===== src/verilog/rtcw_params.svh =====
// Constants of the real-time clock core: offsets, fields, reset values, timing
`ifndef RTCW_PARAMS_SVH
`define RTCW_PARAMS_SVH

// ----------------------------------------------------------------------------
// Register offsets
// ----------------------------------------------------------------------------
`define RTCW_A_TIME_LAST 5'h07
`define RTCW_A_ALM_SEC   5'h08
`define RTCW_A_ALM_DAY   5'h0B
`define RTCW_A_WD_FRAC   5'h0C
`define RTCW_A_WD_SEC    5'h0D
`define RTCW_A_FLAGS     5'h0E
`define RTCW_A_CTRL      5'h0F

// ----------------------------------------------------------------------------
// Field positions and reset values
// ----------------------------------------------------------------------------
`define RTCW_CTL_TE   7
`define RTCW_CTL_OSC  6
`define RTCW_CTL_WDE  5
`define RTCW_CTL_WDS  4
`define RTCW_CTL_TIE  3
`define RTCW_CTL_TPE  2
`define RTCW_FLG_ALM  0
`define RTCW_FLG_WD   1
`define RTCW_FLG_IRQ  2
`define RTCW_ALM_MASK 7
`define RTCW_ALM_DYDT 6
`define RTCW_CTRL_RST 8'h80
`define RTCW_CAL_RST  8'h01
`define RTCW_ZERO_RST 8'h00

// ----------------------------------------------------------------------------
// BCD limits and timing
// ----------------------------------------------------------------------------
`define RTCW_MAX_SEC  8'h59
`define RTCW_MAX_HOUR 8'h23
`define RTCW_MAX_WDAY 8'h07
`define RTCW_MAX_MON  8'h12
`define RTCW_MAX_YEAR 8'h99
`define RTCW_CLK_NS      5
`define RTCW_TICK_NS     10_000_000
`define RTCW_TICK_CYC    (`RTCW_TICK_NS / `RTCW_CLK_NS)
`define RTCW_TICKS_SEC   7'd99
`define RTCW_RST_MIN_NS  40_000_000
`define RTCW_RST_MAX_NS  200_000_000
`define RTCW_RST_CYC     ((`RTCW_RST_MIN_NS + `RTCW_CLK_NS - 1) / `RTCW_CLK_NS)

`endif


===== src/verilog/rtcw_pkg.sv =====
// Types shared by the real-time clock core
`default_nettype none
package rtcw_pkg;
  typedef logic [7:0] rtcw_byte_t;
  typedef struct packed {
    logic       cs_n;
    logic       oe_n;
    logic       we_n;
    logic [4:0] addr;
    logic [7:0] data;
  } rtcw_bus_s;
  typedef enum logic [1:0] {
    BUS_IDLE  = 2'b00,
    BUS_READ  = 2'b01,
    BUS_WRITE = 2'b10
  } rtcw_bus_e;
endpackage
`default_nettype wire


===== src/verilog/rtcw_core.sv =====
// Real-time clock core with alarm, watchdog and power-fail reset
`include "rtcw_params.svh"
`timescale 1ns/100ps
`default_nettype none
module rtcw_core
  import rtcw_pkg::*;
#(
  parameter int RST_CYC  = `RTCW_RST_CYC,
  parameter int TICK_CYC = `RTCW_TICK_CYC
)(
  input  wire logic       mclk_in,
  input  wire logic       rst_n_in,
  input  wire rtcw_bus_s  bus_in,
  input  wire logic       power_fail_in,
  output logic [7:0]      dq_out,
  output logic            dq_oe_out,
  output logic            irq_oe_out,
  output logic            power_on_oe_out,
  output logic            reset_oe_out
);

  // --------------------------------------------------------------------------
  // Reset release
  // --------------------------------------------------------------------------
  logic [1:0] rsync_q;
  logic       rst_n;
  always_ff @(posedge mclk_in or negedge rst_n_in)
  begin
    if (!rst_n_in) rsync_q <= 2'b00;
    else           rsync_q <= {rsync_q[0], 1'b1};
  end
  assign rst_n = rsync_q[1];

  // --------------------------------------------------------------------------
  // Functions
  // --------------------------------------------------------------------------
  function automatic logic [8:0] bcd_inc(input rtcw_byte_t v, input rtcw_byte_t mx,
                                         input rtcw_byte_t mn);
    if (v >= mx)             bcd_inc = {1'b1, mn};
    else if (v[3:0] >= 4'h9) bcd_inc = {1'b0, v[7:4] + 4'h1, 4'h0};
    else                     bcd_inc = {1'b0, v[7:4], v[3:0] + 4'h1};
  endfunction

  function automatic rtcw_byte_t days_in(input rtcw_byte_t mon, input rtcw_byte_t yr);
    logic leap;
    leap = (2'(yr[3:0]) + {yr[4], 1'b0}) == 2'b00;
    case (mon)
      8'h02:                      days_in = leap ? 8'h29 : 8'h28;
      8'h04, 8'h06, 8'h09, 8'h11: days_in = 8'h30;
      default:                    days_in = 8'h31;
    endcase
  endfunction

  function automatic logic [13:0] bcd2bin(input rtcw_byte_t hi, input rtcw_byte_t lo);
    bcd2bin = 14'(hi[7:4]) * 14'd1000 + 14'(hi[3:0]) * 14'd100
            + 14'(lo[7:4]) * 14'd10 + 14'(lo[3:0]);
  endfunction

  // --------------------------------------------------------------------------
  // Host port
  // --------------------------------------------------------------------------
  rtcw_bus_e  bus_q, bus_d;
  logic [4:0] wadr_q;
  rtcw_byte_t wdat_q, rdat;
  logic       wr_go, fl_rd, fl_rd_q, fl_clr;
  logic       pf;
  assign pf = power_fail_in;

  always_comb
  begin
    if (pf || bus_in.cs_n)  bus_d = BUS_IDLE;
    else if (!bus_in.we_n)  bus_d = BUS_WRITE;
    else                    bus_d = BUS_READ;
  end

  // Later of the two strobes opens the write; commit when it closes
  assign wr_go = (bus_q == BUS_WRITE) && (bus_d != BUS_WRITE) && !pf;

  always_ff @(posedge mclk_in or negedge rst_n)
  begin
    if (!rst_n)
    begin
      bus_q  <= BUS_IDLE;
      wadr_q <= 5'h00;
      wdat_q <= `RTCW_ZERO_RST;
    end
    else
    begin
      case (bus_d)
        BUS_WRITE:
        begin
          wadr_q <= bus_in.addr;
          wdat_q <= bus_in.data;
        end
        BUS_READ, BUS_IDLE: ;
        default: ;
      endcase
      bus_q <= bus_d;
    end
  end

  // --------------------------------------------------------------------------
  // Register storage
  // --------------------------------------------------------------------------
  rtcw_byte_t tm_q [8];
  rtcw_byte_t ext_q [8];
  rtcw_byte_t tm_nx [8];
  rtcw_byte_t al_q [4];
  rtcw_byte_t wd_lo_q, wd_hi_q, ctl_q;
  logic [7:0] dirty_q;
  logic       alm_f_q, wd_f_q, irq_f_q;
  logic       sec_tick, sec_q, tick10, al_hit, wd_to, wd_rst;
  logic       te_rise;

  assign te_rise = wr_go && wadr_q == `RTCW_A_CTRL && wdat_q[`RTCW_CTL_TE]
                   && !ctl_q[`RTCW_CTL_TE];

  always_comb
  begin
    logic [8:0] s, m, h, w, d, mo, y, c;
    s  = bcd_inc(tm_q[0], `RTCW_MAX_SEC, `RTCW_ZERO_RST);
    m  = s[8] ? bcd_inc(tm_q[1], `RTCW_MAX_SEC, `RTCW_ZERO_RST) : {1'b0, tm_q[1]};
    h  = m[8] ? bcd_inc(tm_q[2], `RTCW_MAX_HOUR, `RTCW_ZERO_RST) : {1'b0, tm_q[2]};
    w  = h[8] ? bcd_inc(tm_q[3], `RTCW_MAX_WDAY, `RTCW_CAL_RST) : {1'b0, tm_q[3]};
    d  = h[8] ? bcd_inc(tm_q[4], days_in(tm_q[5], tm_q[6]), `RTCW_CAL_RST) : {1'b0, tm_q[4]};
    mo = d[8] ? bcd_inc(tm_q[5], `RTCW_MAX_MON, `RTCW_CAL_RST) : {1'b0, tm_q[5]};
    y  = mo[8] ? bcd_inc(tm_q[6], `RTCW_MAX_YEAR, `RTCW_ZERO_RST) : {1'b0, tm_q[6]};
    c  = y[8] ? bcd_inc(tm_q[7], `RTCW_MAX_YEAR, `RTCW_ZERO_RST) : {1'b0, tm_q[7]};
    tm_nx = '{s[7:0], m[7:0], h[7:0], w[7:0], d[7:0], mo[7:0], y[7:0], c[7:0]};
  end

  // Internal counters: counting unless the oscillator is stopped, loaded from held writes on enable
  always_ff @(posedge mclk_in or negedge rst_n)
  begin
    if (!rst_n)
    begin
      for (int i = 0; i < 8; i++)
        tm_q[i] <= (i >= 3 && i <= 5) ? `RTCW_CAL_RST : `RTCW_ZERO_RST;
    end
    else if (te_rise)
    begin
      for (int i = 0; i < 8; i++)
        if (dirty_q[i]) tm_q[i] <= ext_q[i];
    end
    else if (wr_go && wadr_q <= `RTCW_A_TIME_LAST && ctl_q[`RTCW_CTL_TE])
      tm_q[wadr_q[2:0]] <= wdat_q;
    else if (sec_tick)
      tm_q <= tm_nx;
  end

  // Visible copy follows the counters only while transfer is enabled
  always_ff @(posedge mclk_in or negedge rst_n)
  begin
    if (!rst_n)
    begin
      for (int i = 0; i < 8; i++) ext_q[i] <= `RTCW_ZERO_RST;
      dirty_q <= 8'h00;
    end
    else if (wr_go && wadr_q <= `RTCW_A_TIME_LAST && !ctl_q[`RTCW_CTL_TE])
    begin
      ext_q[wadr_q[2:0]]   <= wdat_q;
      dirty_q[wadr_q[2:0]] <= 1'b1;
    end
    else if (ctl_q[`RTCW_CTL_TE] && !te_rise)
    begin
      ext_q   <= tm_q;
      dirty_q <= 8'h00;
    end
  end

  always_ff @(posedge mclk_in or negedge rst_n)
  begin
    if (!rst_n)
    begin
      for (int i = 0; i < 4; i++) al_q[i] <= `RTCW_ZERO_RST;
      wd_lo_q <= `RTCW_ZERO_RST;
      wd_hi_q <= `RTCW_ZERO_RST;
    end
    else if (wr_go)
    begin
      if (wadr_q >= `RTCW_A_ALM_SEC && wadr_q <= `RTCW_A_ALM_DAY) al_q[wadr_q[1:0]] <= wdat_q;
      if (wadr_q == `RTCW_A_WD_FRAC) wd_lo_q <= wdat_q;
      if (wadr_q == `RTCW_A_WD_SEC)  wd_hi_q <= wdat_q;
    end
  end

  always_ff @(posedge mclk_in or negedge rst_n)
  begin
    if (!rst_n)
      ctl_q <= `RTCW_CTRL_RST;
    else if (wr_go && wadr_q == `RTCW_A_CTRL)
      ctl_q <= wdat_q;
    else if (wd_rst)
      ctl_q[`RTCW_CTL_WDE] <= 1'b0;
  end

  // --------------------------------------------------------------------------
  // Timebase: 10 ms ticks, 100 per second, all halted by oscillator stop
  // --------------------------------------------------------------------------
  logic [20:0] pre_q;
  logic [6:0]  centi_q;
  assign tick10   = !ctl_q[`RTCW_CTL_OSC] && pre_q == 21'(TICK_CYC - 1);
  assign sec_tick = tick10 && centi_q == `RTCW_TICKS_SEC;

  always_ff @(posedge mclk_in or negedge rst_n)
  begin
    if (!rst_n)
    begin
      pre_q   <= 21'h0_0000;
      centi_q <= 7'h00;
      sec_q   <= 1'b0;
    end
    else
    begin
      if (!ctl_q[`RTCW_CTL_OSC]) pre_q <= tick10 ? 21'h0_0000 : pre_q + 21'h0_0001;
      if (tick10) centi_q <= sec_tick ? 7'h00 : centi_q + 7'h01;
      sec_q <= sec_tick;
    end
  end

  // --------------------------------------------------------------------------
  // Alarm
  // --------------------------------------------------------------------------
  always_comb
  begin
    logic sm, mm, hm, dm;
    sm = tm_q[0][6:0] == al_q[0][6:0];
    mm = tm_q[1][6:0] == al_q[1][6:0];
    hm = tm_q[2][5:0] == al_q[2][5:0];
    dm = al_q[3][`RTCW_ALM_DYDT] ? tm_q[3][2:0] == al_q[3][2:0]
                                 : tm_q[4][5:0] == al_q[3][5:0];
    casez ({al_q[3][`RTCW_ALM_MASK], al_q[2][`RTCW_ALM_MASK],
            al_q[1][`RTCW_ALM_MASK], al_q[0][`RTCW_ALM_MASK]})
      4'b?111: al_hit = 1'b1;
      4'b?110: al_hit = sm;
      4'b?100: al_hit = sm && mm;
      4'b1000: al_hit = sm && mm && hm;
      4'b0000: al_hit = sm && mm && hm && dm;
      default: al_hit = 1'b1;
    endcase
  end

  // --------------------------------------------------------------------------
  // Watchdog
  // --------------------------------------------------------------------------
  logic [13:0] wd_cnt_q, wd_load;
  logic        wd_rl_q, wd_on;
  assign wd_load = bcd2bin(wd_hi_q, wd_lo_q);
  assign wd_on   = wd_load != 14'd0;
  assign wd_to   = wd_on && !wd_rl_q && tick10 && wd_cnt_q <= 14'd1;
  assign wd_rst  = wd_to && ctl_q[`RTCW_CTL_WDE] && ctl_q[`RTCW_CTL_WDS];

  always_ff @(posedge mclk_in or negedge rst_n)
  begin
    if (!rst_n)
    begin
      wd_cnt_q <= 14'd0;
      wd_rl_q  <= 1'b0;
    end
    else
    begin
      wd_rl_q <= wr_go && (wadr_q == `RTCW_A_WD_FRAC || wadr_q == `RTCW_A_WD_SEC);
      if (wd_rl_q || wd_to) wd_cnt_q <= wd_load;
      else if (tick10 && wd_on) wd_cnt_q <= wd_cnt_q - 14'd1;
    end
  end

  // --------------------------------------------------------------------------
  // Flags: a set in the clearing cycle wins
  // --------------------------------------------------------------------------
  logic al_set, irq_set;
  assign fl_rd   = !pf && !bus_in.cs_n && !bus_in.oe_n && bus_in.we_n
                   && bus_in.addr == `RTCW_A_FLAGS;
  // Power fail ends the read condition too, but must not count as a flag read
  assign fl_clr  = fl_rd_q && !fl_rd && !pf;
  assign al_set  = sec_q && al_hit;
  assign irq_set = (al_set && ctl_q[`RTCW_CTL_TIE])
                   || (wd_to && ctl_q[`RTCW_CTL_WDE] && !ctl_q[`RTCW_CTL_WDS]);

  always_ff @(posedge mclk_in or negedge rst_n)
  begin
    if (!rst_n)
    begin
      fl_rd_q <= 1'b0;
      alm_f_q <= 1'b0;
      wd_f_q  <= 1'b0;
      irq_f_q <= 1'b0;
    end
    else
    begin
      fl_rd_q <= fl_rd;
      alm_f_q <= al_set || (alm_f_q && !fl_clr);
      wd_f_q  <= wd_to || (wd_f_q && !fl_clr);
      irq_f_q <= irq_set || (irq_f_q && !fl_clr);
    end
  end

  // --------------------------------------------------------------------------
  // Read data and pins
  // --------------------------------------------------------------------------
  always_comb
  begin
    rdat = `RTCW_ZERO_RST;
    if (bus_in.addr <= `RTCW_A_TIME_LAST) rdat = ext_q[bus_in.addr[2:0]];
    else if (bus_in.addr <= `RTCW_A_ALM_DAY) rdat = al_q[bus_in.addr[1:0]];
    else if (bus_in.addr == `RTCW_A_WD_FRAC) rdat = wd_lo_q;
    else if (bus_in.addr == `RTCW_A_WD_SEC) rdat = wd_hi_q;
    else if (bus_in.addr == `RTCW_A_FLAGS) rdat = {5'h00, irq_f_q, wd_f_q, alm_f_q};
    else if (bus_in.addr == `RTCW_A_CTRL) rdat = ctl_q;
  end

  // Reset hold counter; power fail reloads it so release is timed from return
  logic [22:0] rcnt_q;
  always_ff @(posedge mclk_in or negedge rst_n)
  begin
    if (!rst_n) rcnt_q <= 23'h00_0000;
    else if (pf || wd_rst) rcnt_q <= 23'(RST_CYC);
    else if (rcnt_q != 23'h00_0000) rcnt_q <= rcnt_q - 23'h00_0001;
  end

  always_ff @(posedge mclk_in or negedge rst_n)
  begin
    if (!rst_n)
    begin
      dq_out          <= `RTCW_ZERO_RST;
      dq_oe_out       <= 1'b0;
      irq_oe_out      <= 1'b0;
      power_on_oe_out <= 1'b0;
      reset_oe_out    <= 1'b1;
    end
    else
    begin
      dq_out          <= rdat;
      dq_oe_out       <= !pf && !bus_in.cs_n && !bus_in.oe_n && bus_in.we_n;
      irq_oe_out      <= !pf && irq_f_q;
      power_on_oe_out <= alm_f_q && ctl_q[`RTCW_CTL_TPE];
      reset_oe_out    <= pf || rcnt_q != 23'h00_0000;
    end
  end
endmodule // rtcw_core
`default_nettype wire


===== config.mk =====
export PLATFORM = sky130hd
export DESIGN_NAME = rtcw_core
export DESIGN_NICKNAME = d
export VERILOG_FILES = /design/src/verilog/rtcw_pkg.sv /design/src/verilog/rtcw_core.sv
export VERILOG_INCLUDE_DIRS = /design/src /design/src/verilog
export SDC_FILE = /design/constraint.sdc
export NUM_CORES = 1
export LEC_CHECK = 0
export BUFFER_PORTS_ARGS = -buffer_cell sky130_fd_sc_hd__buf_2
export CORE_MARGIN = 1
export CORE_UTILIZATION = 50
export DETAILED_ROUTE_END_ITERATION = 6
export PLACE_DENSITY = 0.71
export REMOVE_ABC_BUFFERS = 1
export SETUP_SLACK_MARGIN = 0.3
export SLEW_MARGIN = 20
export SYNTH_ARGS = -nofsm -noshare
export SYNTH_HDL_FRONTEND = slang
export SYNTH_SLANG_ARGS = --single-unit
export TNS_END_PERCENT = 5

===== constraint.sdc =====
create_clock -name mclk_in -period 17.93 [get_ports mclk_in]
set_input_delay 3.586 -clock mclk_in [delete_from_list [all_inputs] [get_ports mclk_in]]
set_output_delay 3.586 -clock mclk_in [all_outputs]
set_load 0.005 [all_outputs]

==> results.cfg <==
[min_path]
worstHoldStart = rsync_q[0]
timing.hold.worst_endpoint = rsync_q[1]
holdCritPathClass = reg2reg
min_delay_path_depth = 0

[route]
post_drt_wl_per_cell_um = 21.52
drt_pass_1_iters = 5
via_to_cell_ratio = 6.317
detail_route.iter0.violations = 1311
drtAntennaViolNets = 0
total_vias_in_the_final_route = 14550
wirelength_mm = 49.58
post-route-drc-count = 0

[die]
chipWidth_um = 192
placeableCoreArea_um2 = 35570
die_area_um2 = 36860
floorplan.initialDensity_pct = 50.75
io-pin-count = 31
die_h_um = 192
placement_rows = 69

[pwr]
power-per-cell-area_nw_per_um2 = 95.25
worst_ir_drop_vdd_mv = 0.1450
total_leakage_power_nw = 9.319

[grt]
global_route.overflow_total = 0
number_of_antenna_violations_at_the_first_check_in_global_routing = 2
global_route.usage.total_pct = 27.88
grt_pass1_wl_mm = 79.92
pin_count_of_the_biggest_net_entering_global_routing = 153
grt_pass1_vias = 14400

[setup_path]
regToRegSetupSlack_ns = 11.97
critPathMaxStageDelay_ns = 0.57
crit_path_max_fanout = 68
cp_cell_sequence = buf_2 > nor4b_2 > o21a_1 > and2_2 > buf_4 > nand2_1 > o21ai_0 > and3_1 > a21boi_4 > mux2_4
rr_worst_depth = 17
worst-setup-path-type = in2reg
worstSetupStartpointType = input pin
critical_path_required_ns = 18.35
cp-end-kind = flop
worstSetupStartpoint = power_fail_in
arrival_ns = 6.39
timing.rr.start = wd_hi_q[6]
regToRegEndpoint = rcnt_q[12]
cp_slowest_cell = buf_4

[placement]
dp.final_hpwl_mm = 33.93
place_ws_ns = 11.49
gp_congestion = 0.9055
port_buffers = 30

[clocking]
cts-buffers-inserted = 34
ctsHoldBuffers = 0
cts.repair_timing.setup_buffer_count = 0
cts.path.max_buffers = 3
clkSlewWorstSetupHoldPaths_ns = 0.06
clk_latency_ns = 0.54
cts.repair.resized = 0
clk_root_buffer_cell = clkbuf_16
cts_sinks = 292
cts_htree_levels = 2
cts_tree = done

[synth]
asyncSetResetFlopFracSynth_pct = 100.0
synthesis.yosys.warnings = 0
synth_top_cells_by_area = dfrtp_1, ha_1, nand2_1
synth_most_common_cell = dfrtp_1
syn_avg_cell_area_um2 = 9.939
synth_sequential_area_ratio_pct = 40.52
post_synth_inst_count = 1816
synthFlopType = dfrtp_1
post_synth_instance_area_um2 = 18050
post_synth_most_frequent_cells = dfrtp_1, nand2_1, o21ai_0, nor2_1, ha_1
netlist.top_cell.by_area = dfrtp_1
edff_count_synth = 0
yosys.cell_types.count = 94
synth_top_area_share_pct = 39.79
postSynthRegisterBits = 292

[timing]
max_slew.worst_pin.slew_ns = 1.098
final-max-slew-violation-count = 0
hold_viol_final = 0
post-route-worst-setup-slack_ns = 11.96
post-route-min-period_ns = 5.967
timing.slew.headroom_pct = 26.40
setup_total_negative_slack_ns = 0
timing.fmax_mhz = 167.6
setup-violations-final = 0
finalClockSkew_ns = 0.02653
period_share_pct = 33.28
setup_repair_after_global_routing_missed_its_margin = no

[final_layout]
flow.area_growth_from_synthesis_pct = 9.642
final_layout_size_suffix_gt1_share_pct = 14.60
nets_final = 1953

[flow_run]
max_cap_viol_count = 0

[status]
run_status = finished clean
[cells by family after synthesis]
group | synth area share, %
other | 0.02078
adder cells (fa/ha/maj) | 8.887
AO/OA/AOI/OAI | 16.00
flip-flops | 40.52
multiplexers | 9.913
AND/OR/NAND/NOR | 15.93
buffers and inverters | 3.750
XOR/XNOR | 4.984
[registers in the layout, summed over array words and instances, names as in the netlist, 2 cells and up]
register / cells
ctl_q: 8
wd_lo_q: 8
al_q: 32
wd_hi_q: 8
rsync_q: 2
dirty_q: 8
rcnt_q: 23
wd_cnt_q: 14
centi_q: 7
ext_q: 64
tm_q: 64
bus_q: 2
wadr_q: 5
pre_q: 21
wdat_q: 8
dq_out: 8
[per-layer routing]
layer	vias up	wire length (um)	GRT usage, %
met4	0	1939	11.36
met2	654	22610	43.92
li1	6559	-	-
met5	-	0	0
met1	7210	20850	38.50
met3	131	4180	4.184
[report_power, final]
| group | internal, mW | switching, mW | leakage [nW] | total, mW |
|---|---|---|---|---|
| clock | 0.446 | 0.288 | 0.578 | 0.734 |
| sequential | 0.721 | 0.0849 | 3.87 | 0.806 |
| combinational | 0.138 | 0.207 | 4.88 | 0.345 |
[layout make-up]
type / count / area (um^2)
diodes: 1 / 2.502
fillers: 3058 / 15780
flip-flops and latches: 292 / 7317
clock inverters: 16 / 234.0
clock buffers: 46 / 945.9
well taps: 461 / 576.8
inverters: 81 / 304.0
multi-input cells: 1353 / 10070
repair buffers: 54 / 342.8
[worst max path at each step]
stage	cells after the start	endpoint
finish	10	tm_q[7]
global route	17	rcnt_q[9]
CTS	17	rcnt_q[21]
detailed placement	10	tm_q[7]
global placement	10	tm_q[7]
floorplan	0	al_q[0]
[metrics by stage]
| step | power (mW) | std cells | hold slack [ns] | util, % | cell area (um^2) |
|---|---|---|---|---|---|
| floorplan | 1.025 | 1726 | 0.3312 | - | 17680 |
| global placement | 1.144 | 2241 | 0.3382 | 52.31 | 18610 |
| detailed placement | 1.155 | 2241 | 0.3549 | 52.31 | 18610 |
| CTS | 1.890 | 2303 | 0.3683 | 55.63 | 19790 |
| global route | 1.961 | 2303 | 0.3711 | 55.63 | 19790 |
| finish | 1.885 | 2304 | 0.3621 | 55.64 | 19790 |
[worst max-delay path, delay by kind of cell]
| family | cells | cell delay, ns |
|---|---|---|
| simple gates | 4 | 0.98 |
| buf+inv | 2 | 0.73 |
| compound gates | 3 | 0.68 |
| mux | 1 | 0.32 |
[cell usage in the layout, fill, tap and decap left out, types with 14 or more instances in the layout]
master,count
a21o_1,24
nand4_1,16
nor3_1,37
xor2_1,46
mux4_2,35
a221o_1,17
o211ai_1,27
xnor2_1,54
buf_4,23
nand3_1,42
fa_1,17
nor4_1,16
o31ai_1,17
o21ai_0,111
nor2b_1,19
clkbuf_16,34
inv_1,80
a21oi_1,55
nand2_1,248
nor2_1,106
dfrtp_1,286
ha_1,101
buf_2,30
mux2_2,76
a22oi_1,76
and3_1,14
No activity file was read; power rests on OpenSTA's default activity.
